**config.mk**
```make
export PLATFORM = sky130hd
export DESIGN_NAME = axis_status_error_cause
export DESIGN_NICKNAME = d
export VERILOG_FILES = /design/src/rtl/axis_status_error_cause.v
export VERILOG_INCLUDE_DIRS = /design/src /design/src/rtl
export SDC_FILE = /design/constraint.sdc
export NUM_CORES = 1
export LEC_CHECK = 0
export BUFFER_PORTS_ARGS = -buffer_cell sky130_fd_sc_hd__buf_2
export CAP_MARGIN = 20
export CORE_ASPECT_RATIO = 2
export CORE_MARGIN = 3
export CORE_UTILIZATION = 50
export CTS_CLUSTER_SIZE = 28
export DETAILED_ROUTE_END_ITERATION = 6
export PLACE_DENSITY = 0.91
export SLEW_MARGIN = 20
export SYNTH_ARGS = -nofsm -noshare
export SYNTH_HDL_FRONTEND = slang
export SYNTH_SLANG_ARGS = --single-unit
```
**constraint.sdc**
```tcl
create_clock -name clk -period 1.4 [get_ports clk]
set_input_delay 0.07 -clock clk [delete_from_list [all_inputs] [get_ports clk]]
set_output_delay 0.07 -clock clk [all_outputs]
set_load 0.05 [all_outputs]
```
**src/rtl/axis_status_defs.vh**
```
// offsets, field positions and reset values of the axis status block
// included by axis_status_error_cause.v
`ifndef AXIS_STATUS_DEFS_VH
`define AXIS_STATUS_DEFS_VH

`define ADDR_EXT_STATUS 4'h0
`define ADDR_ERR_CAUSE 4'h1
`define ADDR_CLEAR_MODE 4'h2
`define ERR_CAUSE_RESET 32'h00000000
`define CLEAR_MODE_RESET 1'b0

`define ST_STOPPED 4'h0
`define ST_BACKLASH 4'h7
`define ST_PULSER_WAIT 4'h8
`define ST_OTHER_START 4'hF

`define ERR_BIT_SLOWDOWN 10
`define ERR_BIT_RESERVED 11
`define ERR_BIT_INTERP_DATA 12

`define MOD_LIN1_A 8'h60
`define MOD_LIN1_B 8'h61
`define MOD_LIN1_C 8'h68
`define MOD_LIN1_D 8'h69
`define MOD_LIN2_A 8'h62
`define MOD_LIN2_B 8'h63
`define MOD_LIN2_C 8'h6A
`define MOD_LIN2_D 8'h6B
`define MOD_CIRC_A 8'h64
`define MOD_CIRC_B 8'h65
`define MOD_CIRC_SYNC_A 8'h66
`define MOD_CIRC_SYNC_B 8'h67
`define MOD_CIRC_C 8'h6C
`define MOD_CIRC_D 8'h6D

`endif

```
**src/rtl/axis_status_error_cause.v**
```verilog
// extended status word and error-cause word of one motion axis
// assumes the stop logic, comparators and inputs share clk; external
// sensor pins arrive asynchronous and are synchronised here
//
// Function
// - state codes 0000 stopped, 0001-0110 waits, 0111 backlash correction.
// - state codes 1000-1111 pulser wait, feeds, ramps, settle wait, other.
// - status bit 4 shows direction, 1 means negative.
// - status bits 5-9 mirror start, stop, emergency, trigger, clear output.
// - status bits 10-16 mirror index, jogs, reset, capture, slowdown, settled.
// - status bits 18-19 show comparator 5 pre-register occupancy.
// - status bits 20-21 show operation pre-register occupancy; others zero.
// - an error event sets its matching cause bit.
// - clear mode 0: read clears cause word; writing ones also clears.
// - clear mode 1: reads keep bits; writing ones clears them.
// - cause bits 0-4 flag stops by comparators 1 to 5.
// - cause bits 5-9 flag stops by limits, alarm, stop, emergency.
// - cause bit 10 flags slowdown stop; bit 11 reads zero.
// - bit 12 interpolation data error, bit 13 partner axis error stop.
// - bit 14 pulser buffer overflow, bit 15 interpolation counter overrange.
// - bits 16-17 encoder and pulser phase errors; bits 18-31 zero.
// - linear mode 1 started on one axis raises data error.
// - circular start on one, three or four axes raises data error.
// - circular start with arc center at zero raises data error.
// - linear mode 2 start with zero total length raises data error.
// - synced circular mode errors if fourth axis fails or finishes early.
`timescale 1ns/1ps
`include "axis_status_defs.vh"

module axis_status_error_cause #(
  parameter PIN_COUNT = 13
) (
  input wire clk,
  input wire resetn,
  input wire [3:0] addr,
  input wire [31:0] wrData,
  input wire wrStrobe,
  input wire rdStrobe,
  output reg [31:0] rdData,
  input wire [3:0] operationState,
  input wire directionFlag,
  input wire sharedStartLine,
  input wire sharedStopLine,
  input wire sharedEmergencyLine,
  input wire positionStartTrigger,
  input wire errorCounterClearOutput,
  input wire encoderIndex,
  input wire jogPlusLine,
  input wire jogMinusLine,
  input wire countResetLine,
  input wire countCaptureLine,
  input wire slowdownLine,
  input wire positionSettledSignal,
  input wire [1:0] cmp5PreregOccupancy,
  input wire [1:0] opPreregOccupancy,
  input wire [4:0] cmpStopEvent,
  input wire plusLimitStopEvent,
  input wire minusLimitStopEvent,
  input wire alarmStopEvent,
  input wire sharedStopEvent,
  input wire emergencyStopEvent,
  input wire slowdownStopEvent,
  input wire partnerAxisErrorEvent,
  input wire pulserOverflowEvent,
  input wire interpOverrangeEvent,
  input wire encoderPhaseErrorEvent,
  input wire pulserPhaseErrorEvent,
  input wire startCommand,
  input wire [7:0] operationTypeCode,
  input wire [2:0] interpAxisCount,
  input wire arcCenterZero,
  input wire interpLengthZero,
  input wire fourthAxisNoResponse,
  input wire fourthAxisEarlyDone,
  output wire interpDataError,
  output wire causePending
);

  ////////////////////////////////////////////////////////////////////////////
  // pin synchronisers: three stages, change taken when stages 2 and 3 agree

  wire [PIN_COUNT-1:0] pinRaw;
  reg [PIN_COUNT-1:0] sync1_q;
  reg [PIN_COUNT-1:0] sync2_q;
  reg [PIN_COUNT-1:0] sync3_q;
  reg [PIN_COUNT-1:0] pinState_q;

  // active-low shared lines are inverted so that 1 means ON
  assign pinRaw = {positionSettledSignal, slowdownLine, countCaptureLine,
                   countResetLine, jogMinusLine, jogPlusLine, encoderIndex,
                   errorCounterClearOutput, positionStartTrigger,
                   ~sharedEmergencyLine, ~sharedStopLine, ~sharedStartLine,
                   1'b0};

  genvar gi;
  generate
    for (gi = 0; gi < PIN_COUNT; gi = gi + 1) begin : pinSync
      always @(posedge clk or negedge resetn) begin
        if (!resetn) begin
          sync1_q[gi] <= 1'b0;
          sync2_q[gi] <= 1'b0;
          sync3_q[gi] <= 1'b0;
          pinState_q[gi] <= 1'b0;
        end else begin
          sync1_q[gi] <= pinRaw[gi];
          sync2_q[gi] <= sync1_q[gi];
          sync3_q[gi] <= sync2_q[gi];
          if (sync2_q[gi] == sync3_q[gi]) begin
            pinState_q[gi] <= sync3_q[gi];
          end
        end
      end
    end
  endgenerate

  ////////////////////////////////////////////////////////////////////////////
  // extended status word

  wire [31:0] extStatus;
  assign extStatus = {10'h000,
                      opPreregOccupancy,
                      cmp5PreregOccupancy,
                      1'b0,
                      pinState_q[12:6],
                      pinState_q[5:1],
                      directionFlag,
                      operationState};

  ////////////////////////////////////////////////////////////////////////////
  // interpolation start check

  reg linOne;
  reg linTwo;
  reg circ;
  reg circSync;
  reg startError;

  always @* begin
    linOne = 1'b0;
    linTwo = 1'b0;
    circ = 1'b0;
    circSync = 1'b0;
    case (operationTypeCode)
      `MOD_LIN1_A, `MOD_LIN1_B, `MOD_LIN1_C, `MOD_LIN1_D: linOne = 1'b1;
      `MOD_LIN2_A, `MOD_LIN2_B, `MOD_LIN2_C, `MOD_LIN2_D: linTwo = 1'b1;
      `MOD_CIRC_A, `MOD_CIRC_B, `MOD_CIRC_C, `MOD_CIRC_D: circ = 1'b1;
      `MOD_CIRC_SYNC_A, `MOD_CIRC_SYNC_B: begin
        circ = 1'b1;
        circSync = 1'b1;
      end
      default: circ = 1'b0;
    endcase
    startError = startCommand &
                 ((linOne & (interpAxisCount == 3'd1)) |
                  (circ & (interpAxisCount != 3'd2)) |
                  (circ & arcCenterZero) |
                  (linTwo & interpLengthZero));
  end

  // sync-circular watch: held from an error-free start until the axis is back in the stopped state
  reg syncActive_q;
  always @(posedge clk or negedge resetn) begin
    if (!resetn) begin
      syncActive_q <= 1'b0;
    end else if (startCommand) begin
      syncActive_q <= circSync & ~startError;
    end else if (operationState == `ST_STOPPED) begin
      syncActive_q <= 1'b0;
    end
  end

  assign interpDataError = startError |
                           (syncActive_q & (fourthAxisNoResponse |
                                            fourthAxisEarlyDone));

  ////////////////////////////////////////////////////////////////////////////
  // error-cause word and clear mode

  reg [31:0] errCause_q;
  reg [31:0] errCause_d;
  reg clearMode_q;
  wire [31:0] errSet;
  wire [31:0] errClr;
  wire readCause;
  wire writeCause;

  // spare bits never set
  assign errSet[31:18] = 14'h0000;
  // phase errors report without stopping the drive
  assign errSet[17] = pulserPhaseErrorEvent;
  assign errSet[16] = encoderPhaseErrorEvent;
  assign errSet[15] = interpOverrangeEvent;
  assign errSet[14] = pulserOverflowEvent;
  assign errSet[13] = partnerAxisErrorEvent;
  assign errSet[12] = interpDataError;
  assign errSet[11] = 1'b0;
  assign errSet[10] = slowdownStopEvent;
  assign errSet[9] = emergencyStopEvent;
  assign errSet[8] = sharedStopEvent;
  assign errSet[7] = alarmStopEvent;
  assign errSet[6] = minusLimitStopEvent;
  assign errSet[5] = plusLimitStopEvent;
  // comparators 1 and 2 act as soft limits
  assign errSet[4:0] = cmpStopEvent;

  assign readCause = rdStrobe & (addr == `ADDR_ERR_CAUSE);
  assign writeCause = wrStrobe & (addr == `ADDR_ERR_CAUSE);
  assign errClr = ((readCause & ~clearMode_q) ? 32'hFFFFFFFF : 32'h00000000) |
                  (writeCause ? wrData : 32'h00000000);

  always @* begin
    errCause_d = (errCause_q & ~errClr) | errSet;
    errCause_d[`ERR_BIT_RESERVED] = 1'b0;
  end

  always @(posedge clk or negedge resetn) begin
    if (!resetn) begin
      errCause_q <= `ERR_CAUSE_RESET;
      clearMode_q <= `CLEAR_MODE_RESET;
    end else begin
      errCause_q <= errCause_d;
      if (wrStrobe && addr == `ADDR_CLEAR_MODE) begin
        clearMode_q <= wrData[0];
      end
    end
  end

  assign causePending = |errCause_q;

  ////////////////////////////////////////////////////////////////////////////
  // read port: data one cycle after the strobe, zero otherwise

  always @(posedge clk or negedge resetn) begin
    if (!resetn) begin
      rdData <= 32'h00000000;
    end else if (rdStrobe) begin
      case (addr)
        `ADDR_EXT_STATUS: rdData <= extStatus;
        `ADDR_ERR_CAUSE: rdData <= errCause_q;
        `ADDR_CLEAR_MODE: rdData <= {31'h00000000, clearMode_q};
        default: rdData <= 32'h00000000;
      endcase
    end else begin
      rdData <= 32'h00000000;
    end
  end

endmodule // axis_status_error_cause

```
==> results_dict.tcl, run 1 <==
set metrics [dict create \
    status "complete, but fails checks" \
    violations "setup timing" \
    met1Wirelength_mm 3.98 \
    synthTopCellsByCount "dfrtp_1, nand2_1, nor2_1, a22oi_1" \
    synth.net_count 385 \
    r2r-end "rdData[21]" \
    worst-slew-pin-transition_ps 487 \
    syn2layout_area_growth_pct 56.1 \
    grt_usage 0.273 \
    numCtsBuffers 17 \
    ys_ff_latch 113 \
    detail-route-antenna-nets 0 \
    syn_area_per_cell_um2 13.5 \
    die_h_um 132 \
    async_reset_ff_frac 1.00 \
    cp-start-kind "flop" \
    routed-via-count 3275 \
    ctsHtreeMaxLevel 4 \
    max_freq_mhz 527 \
    synth_cells 292 \
    via_per_inst 5.27 \
    power_density_nw_per_um2 1340 \
    nets 606 \
    holdCritStartpoint "wrData[14]" \
    r2r_setup_slack_ps 50 \
    post-place-ws_ps -144 \
    synth.area.top_cells "dfrtp_1, a22oi_1, a31o_1" \
    grt_pass1_wl_mm 17.8 \
    final_layout_size_suffix_gt1_frac 0.357 \
    cts_root_buffer "clkbuf_16" \
    min_path_type "input port to flop" \
    grt_max_degree 43 \
    dieArea_um2 9060 \
    wl_met2_mm 6.30 \
    placementRows 45 \
    gp_congestion 0.850 \
    synth_ff_type "dfrtp_1" \
    yosys.area.top_type_share 0.716 \
    p_leak_uw 0.00293 \
    die_x_um 68.8 \
    pin_count 127 \
    wl_met3_um 645 \
    max_cap_viol_count 0 \
    insertion_delay_ps 400 \
    ys_seq_area_frac 0.716 \
    synth.distinct_cells 33 \
    syn-cell-area_um2 3950 \
    holdPathStages 3 \
    setup_viol 2 \
    synth-edff-count 0 \
    grt_antenna_before_repair 1 \
    fin_crit_ps 1900 \
    post_drt_wl_per_cell_um 18.1 \
    required_ps 1330 \
    coreArea_um2 7660 \
    worst_ep_arrival_time_ps 1830 \
    maxSlewHeadroom 0.670 \
    grt-ovfl-total 0 \
    r2r_cells 4 \
    r2r_start "errCause_q[21]" \
    drt_iter0_drc 261 \
    period_share 1.36 \
    start_util 0.516 \
    hold_viol_final 0 \
    remaining_drc_errors 0 \
    drt-total-wl_mm 11.2 \
    min_to "errCause_q[14]" \
    setup_ws_ps -498 \
    clk_pin_slew_ps 50 \
    ir_drop_mv 1.17 \
    cts_tree "done" \
    fin_setup_tns_ps -557 \
    crit_type "flop to primary output" \
    skew_ps 6.70 \
    grt_pass1_vias 3638 \
    drv_slew 0 \
    yosys.area.top_type "dfrtp_1" \
    dr.pass1.iters 4 \
    ys_warn_count 0 \
    tritoncts_num_sinks 113 \
    route.top_layer_used "met4" \
    clock_path_buffers 2 \
    synth.most_common_cell "dfrtp_1" \
    place.detailed.hpwl_mm 6.75 \
    cp-end-kind "primary output" \
    rsz0062_at_grt "yes" \
    cp_max_fo 2 \
    port_buffers 124 \
]
## report_power, final
part	switching, uW	total, uW	internal, uW
clock network	1480	4250	2770
registers	75.2	3470	3390
logic	250	570	320
## critical path, stage by stage, from the launching register on
cell and delay, ps:
dfrtp_1 370, or4_4 550, nor4_4 130, nand4_1 160, buf_6 200
## final cells by class
class	instances	area, um^2
sequential	113	2830
inverter	3	11.3
clock inverter	15	169
timing repair buffer	215	1510
clock buffer	17	425
multi-input combinational	163	1090
fill	427	1500
tap	94	118
antenna	1	2.50
## registers in the layout (all words and copies together) (netlist names)
name and count:
rdData 32, errCause_q 31, extStatus 12, sync1_q 12, sync2_q 12, sync3_q 12, clearMode_q 1, syncActive_q 1
## cells in the final DEF (no fill, tap or decap), types with 3 or more instances in the layout
master / Yosys / routed
buf_4: 3 / 22
maj3_1: 12 / 12
nor4_1: 8 / 6
dlygate4sd3_1: 0 / 68
nor2_1: 21 / 21
clkinv_2: 0 / 5
inv_1: 3 / 3
a22oi_1: 19 / 18
buf_2: 5 / 121
and3_1: 16 / 16
dfrtp_1: 113 / 113
clkinvlp_4: 0 / 6
clkbuf_16: 0 / 17
bufinv_16: 0 / 3
and2_1: 12 / 12
nand2_1: 32 / 32
a31o_1: 16 / 16
## worst max-delay path by stage
| stage | startpoint | end | slack, ps | cells past startpoint |
|---|---|---|---|---|
| after floorplan | errCause_q[9] | causePending | -210 | 3 |
| after global placement | errCause_q[9] | causePending | -60 | 4 |
| after detailed placement | errCause_q[9] | causePending | -140 | 4 |
| after CTS | errCause_q[9] | causePending | -520 | 4 |
| after global routing | errCause_q[9] | causePending | -560 | 4 |
| final | errCause_q[9] | causePending | -500 | 4 |
## through the flow
stage | std cells | instance area [um^2] | hold WS [ps] | power (uW) | util
floorplan | 292 | 3950 | -226 | 3630 | -
global placement | 519 | 4830 | -43.8 | 3900 | 0.631
detailed placement | 519 | 4830 | -41.1 | 3920 | 0.631
CTS | 620 | 6150 | 2.27 | 8310 | 0.803
global route | 621 | 6160 | 6.96 | 8560 | 0.805
finish | 621 | 6160 | 19.2 | 8290 | 0.805
## logic make-up after synthesis
group           synth area share
flops                      0.716
simple gates               0.144
compound gates            0.0843
buf+inv                   0.0196
fa+ha+maj                 0.0304
mux                      0.00539
## repair_timing
item	4_1_cts	5_1_grt
setup buffers	1	0
setup endpoints to repair	2	3
hold buffers	68	0
gates resized for setup	7	2
cloned	0	0
pin swaps	0	0
hold endpoints to repair	165	0
## metal layers
| layer | GRT usage | up-vias |
|---|---|---|
| met4 | 0.130 | 0 |
| met2 | 0.450 | 155 |
| met3 | 0.0830 | 28 |
| li1 | - | 1475 |
| met5 | 0 | - |
| met1 | 0.310 | 1617 |
Power figures use the tool's default switching activity.
==> run 2: changes to the inputs <==
Settings changed: CORE_UTILIZATION 50 to 52, CTS_BUF_LIST set to sky130_fd_sc_hd__clkbuf_4 sky130_fd_sc_hd__clkbuf_8, PLACE_DENSITY 0.91 to 0.93.
==> run 2 against run 1 <==
The run still ends with setup timing left; sequential share of layout area increased by 0.64 points; global-route usage increased by 4.0 points; sequential power about the same; worst hold slack improved by 16 ps; largest cell class unchanged; largest power group unchanged.
==> results_dict.tcl, run 2 (synthesis results as in run 1) <==
set metrics [dict create \
    cp-start-kind "flop" \
    place.detailed.hpwl_mm 6.91 \
    routed-via-count 3445 \
    cp-end-kind "primary output" \
    cts_root_buffer "clkbuf_8" \
    min_path_type "input port to flop" \
    gp_congestion 0.821 \
    tritoncts_num_sinks 113 \
    port_buffers 124 \
    grt_max_degree 39 \
    power_density_nw_per_um2 1250 \
    clk_pin_slew_ps 60 \
    max_cap_viol_count 0 \
    via_per_inst 5.52 \
    grt-ovfl-total 0 \
    worst_ep_arrival_time_ps 1920 \
    largest-register "rdData" \
    cp_max_fo 2 \
    grt_pass1_wl_mm 18.8 \
    pin_count 127 \
    hold_viol_final 0 \
    drt_iter0_drc 302 \
    insertion_delay_ps 430 \
    max_freq_mhz 502 \
    start_util 0.539 \
    largest_register_ffs 32 \
    worst_hold_slack_ps 35.3 \
    post_drt_wl_per_cell_um 20.2 \
    grt_antenna_before_repair 2 \
    skew_ps 11.0 \
    rsz0062_at_grt "yes" \
    fin_crit_ps 1990 \
    post-place-ws_ps -199 \
    dr.pass1.iters 5 \
    period_share 1.42 \
    fin_util 0.830 \
    grt_usage 0.313 \
    final_layout_size_suffix_gt1_frac 0.357 \
    place_inst 517 \
    top_regs "rdData (32), errCause_q (31)" \
    p_leak_uw 0.00289 \
    ir_drop_mv 1.08 \
    violations "setup timing" \
    r2r_cells 5 \
    grt_util_met2 0.543 \
    nets 610 \
    worst-slew-pin-transition_ps 814 \
    grt_pass1_vias 3869 \
    die_x_um 67.6 \
    dieArea_um2 8740 \
    clock_path_buffers 2 \
    drv_slew 0 \
    layout_common_cells "buf_2, dfrtp_1, dlygate4sd3_1, nand2_1, buf_4" \
    coreArea_um2 7320 \
    holdPathStages 3 \
    grt-busiest-layer "met2" \
    cts_tree "done" \
    crit_type "flop to primary output" \
    status "complete, but fails checks" \
    die_h_um 129 \
    mostFrequentLayoutCell "buf_2" \
    maxSlewHeadroom 0.450 \
    stdcell_count 624 \
    setup_viol 4 \
    setup_ws_ps -591 \
    met1_usage 0.290 \
    remaining_drc_errors 0 \
    placementRows 44 \
    syn2layout_area_growth_pct 53.9 \
    ctsHtreeMaxLevel 4 \
    required_ps 1330 \
    numCtsBuffers 17 \
    use_met3 0.0885 \
    drt-total-wl_mm 12.6 \
    detail-route-antenna-nets 0 \
]
-- run 2: cell types whose count changed in the layout (fill, tap and decap cells not counted), sizes merged --
| cell | previous run | this run |
|---|---|---|
| diode | 1 | 2 |
| dlygate4sd3 | 68 | 71 |
| bufinv | 3 | 5 |
| buf | 147 | 148 |
| clkbuf | 17 | 19 |
| clkinv | 6 | 2 |
-- run 2: what timing repair did --
item / CTS / global route
hold buffers: 71 / 0
hold endpoints to repair: 166 / 0
buffers inserted: 4 / 0
setup endpoints to repair: 2 / 4
resized for setup: 6 / 5
-- run 2: layer usage --
| metal | vias to the layer above | wire length [um] |
|---|---|---|
| met4 | 0 | 1020 |
| li1 | 1486 | - |
| met5 | - | 0 |
| met1 | 1688 | 3940 |
| met3 | 61 | 816 |
| met2 | 210 | 6840 |
-- run 2: path summary, 6_finish.rpt --
| kind | to | slack (ps) | startpoint |
|---|---|---|---|
| setup / recovery | causePending | -590 | errCause_q[9] |
| hold / removal | clearMode_q | 40 | wrStrobe |
| setup reg to reg | errCause_q[12] | -30 | syncActive_q |
| hold reg to reg | sync2_q[3] | 340 | sync1_q[3] |
| max in group asynchronous | rdData[0] | 710 | resetn |
| min in group asynchronous | errCause_q[23] | 100 | resetn |
-- run 2: worst max-delay path, cell delays in order (launching register included) --
cell     delay [ps]
dfrtp_1         390
or4_4           550
nor4_4          140
buf_4           150
nand4_1          90
buf_6           180
-- run 2: power by group --
group | switching (uW) | internal [uW]
combinational | 265 | 328
sequential | 83.1 | 3390
clock | 1300 | 2210
-- run 2: area by class of cell --
| type | count | area [um^2] |
|---|---|---|
| inverters | 3 | 11.3 |
| repair buffers | 219 | 1550 |
| fillers | 377 | 1240 |
| clock inverters | 13 | 209 |
| diodes | 2 | 5.00 |
| multi-input cells | 163 | 1100 |
| flip-flops and latches | 113 | 2830 |
| clock buffers | 19 | 262 |
| well taps | 92 | 115 |
-- run 2: through the flow --
step	TNS (ps)	power, uW	instance area (um^2)
6_report	-915	7580	6080
5_1_grt	-910	7840	6080
4_1_cts	-757	7560	6070
3_5_place_dp	-199	3930	4830
3_3_place_gp	-202	3900	4830
2_1_floorplan	-276	3630	3950
==> run 3: changes to the inputs <==
Settings changed: CORE_MARGIN 3 to unset, CORE_UTILIZATION 52 to 49, PLACE_DENSITY 0.93 to 0.89, SETUP_SLACK_MARGIN set to 0.1.
==> run 3 against run 2 <==
The run still ends with setup timing left; critical path type unchanged; combinational power is 0.8% lower; die area is 3.4% lower; clock power is 14% lower; clock skew shrank 4.5 ps; first-iteration DRC count fell by 17%.
==> results_dict.tcl, run 3 (synthesis results as in run 1) <==
set metrics [dict create \
    grt_pass1_wl_mm 17.3 \
    maxSlewHeadroom 0.665 \
    grt_max_degree 48 \
    die_x_um 65.5 \
    fin_crit_ps 1970 \
    min_path_type "input port to flop" \
    multi_input_area_um2 1090 \
    largest-register "rdData" \
    place.detailed.hpwl_mm 6.65 \
    drt_iter0_drc 250 \
    fin_util 0.768 \
    grt_antenna_before_repair 0 \
    grt_pass1_vias 3648 \
    remaining_drc_errors 0 \
    max_freq_mhz 508 \
    insertion_delay_ps 420 \
    slowest_stage "or4_4" \
    r2r_start "syncActive_q" \
    grt-ovfl-total 0 \
    mostFrequentLayoutCell "buf_2" \
    post_drt_wl_per_cell_um 17.6 \
    gp_congestion 0.829 \
    ir_drop_mv 1.02 \
    worstSetupStartpoint "errCause_q[9]" \
    setup_viol 2 \
    setup_ws_ps -569 \
    skew_ps 6.49 \
    regArea_um2 2830 \
    dr.pass1.iters 4 \
    worst-slew-pin-transition_ps 496 \
    clock_path_buffers 2 \
    place_inst 524 \
    cts_tree "done" \
    drt-total-wl_mm 11.0 \
    routed-via-count 3263 \
    nFillCells 482 \
    layout_common_cells "buf_2, dfrtp_1, dlygate4sd3_1, nand2_1, buf_4" \
    grt_usage 0.289 \
    coreArea_um2 7890 \
    period_share 1.41 \
    detail-route-antenna-nets 0 \
    placementRows 46 \
    stdcell_count 629 \
    max_stage_delay_ps 550 \
    worst_hold_slack_ps 27.6 \
    tritoncts_num_sinks 113 \
    port_buffers 124 \
    cp-start-kind "flop" \
    status "complete, but fails checks" \
    ctsHtreeMaxLevel 4 \
    pin_count 127 \
    largest_register_ffs 32 \
    max_cap_viol_count 0 \
    violations "setup timing" \
    rsz0062_at_grt "yes" \
    syn2layout_area_growth_pct 53.3 \
    numCtsBuffers 17 \
    required_ps 1330 \
    crit_type "flop to primary output" \
    hold_viol_final 0 \
    dieArea_um2 8440 \
    worstSetupEndpoint "causePending" \
    nets 613 \
    cts_root_buffer "clkbuf_8" \
    drv_slew 0 \
    clk_pin_slew_ps 60 \
    via_per_inst 5.19 \
    report.power.total_uw 7060 \
    p_leak_uw 0.00290 \
    crit_chain "or4_4 -> nor4_4 -> nand4_1 -> buf_6" \
    final_layout_size_suffix_gt1_frac 0.356 \
    r2r-end "errCause_q[12]" \
    n_antenna_cell 0 \
    r2r_setup_slack_ps 150 \
    cp_max_fo 2 \
    cp-end-kind "primary output" \
    start_util 0.501 \
    r2r_cells 5 \
    power_density_nw_per_um2 1170 \
    top_regs "rdData (32), errCause_q (31)" \
    worst_ep_arrival_time_ps 1900 \
    die_h_um 129 \
]
run 3: cell types whose count changed in the layout (fill, tap and decap cells not counted):
cell / previous run / this run
clkbuf_4: 0 / 1
nor4b_1: 1 / 2
buf_12: 2 / 4
bufinv_16: 5 / 2
clkbuf_8: 19 / 21
clkinvlp_4: 6 / 3
clkinv_4: 1 / 0
o21ai_0: 2 / 1
clkinv_2: 1 / 5
dlygate4sd3_1: 71 / 72
nor4b_2: 1 / 0
diode_2: 2 / 0
o21ai_1: 0 / 1
run 3: area by class of cell:
cell class | count | area share
Inverter | 3 | 0.00186
Sequential cell | 113 | 0.467
Clock buffer | 22 | 0.0490
Timing Repair Buffer | 222 | 0.265
Tap cell | 96 | 0.0198
Clock inverter | 10 | 0.0178
Multi-Input combinational cell | 163 | 0.180
run 3: through the flow:
stage	TNS (ps)	setup WS (ps)	cell area, um^2
after floorplan	-276	-205	3950
final	-641	-569	6050
after global placement	-250	-250	4880
after global routing	-769	-644	6050
after detailed placement	-268	-268	4880
after CTS	-671	-579	6050
run 3: power by group:
part	leakage, uW	switching [uW]	internal [uW]
clock	0.000204	1240	1770
sequential	0.00139	76.1	3390
combinational	0.00131	255	333
run 3: routing by layer:
metal | track usage | routed length [um]
met5 | 0 | 0
met4 | 0.151 | 330
met3 | 0.0683 | 512
met2 | 0.537 | 6290
met1 | 0.287 | 3910
run 3: timing repair:
item / CTS / global route
hold buffers: 72 / 0
setup endpoints to repair: 2 / 3
hold endpoints to repair: 168 / 0
resized for setup: 7 / 2
buffers inserted: 1 / 0
run 3: worst max-delay path, delay by kind of cell (launching register included):
kind | cells | cell delay (ps)
and+or+nand+nor | 3 | 890
DFF | 1 | 390
buffers and inverters | 1 | 200
run 3: worst min-delay path by stage:
stage,start,end,slack [ps],depth (start not counted)
after floorplan,resetn,clearMode_q,-230,0
after global placement,resetn,rdData[15],-20,1
after detailed placement,resetn,rdData[15],-10,1
after CTS,operationTypeCode[5],syncActive_q,0.3,3
after global routing,operationTypeCode[6],syncActive_q,20,3
final,operationTypeCode[6],syncActive_q,30,3
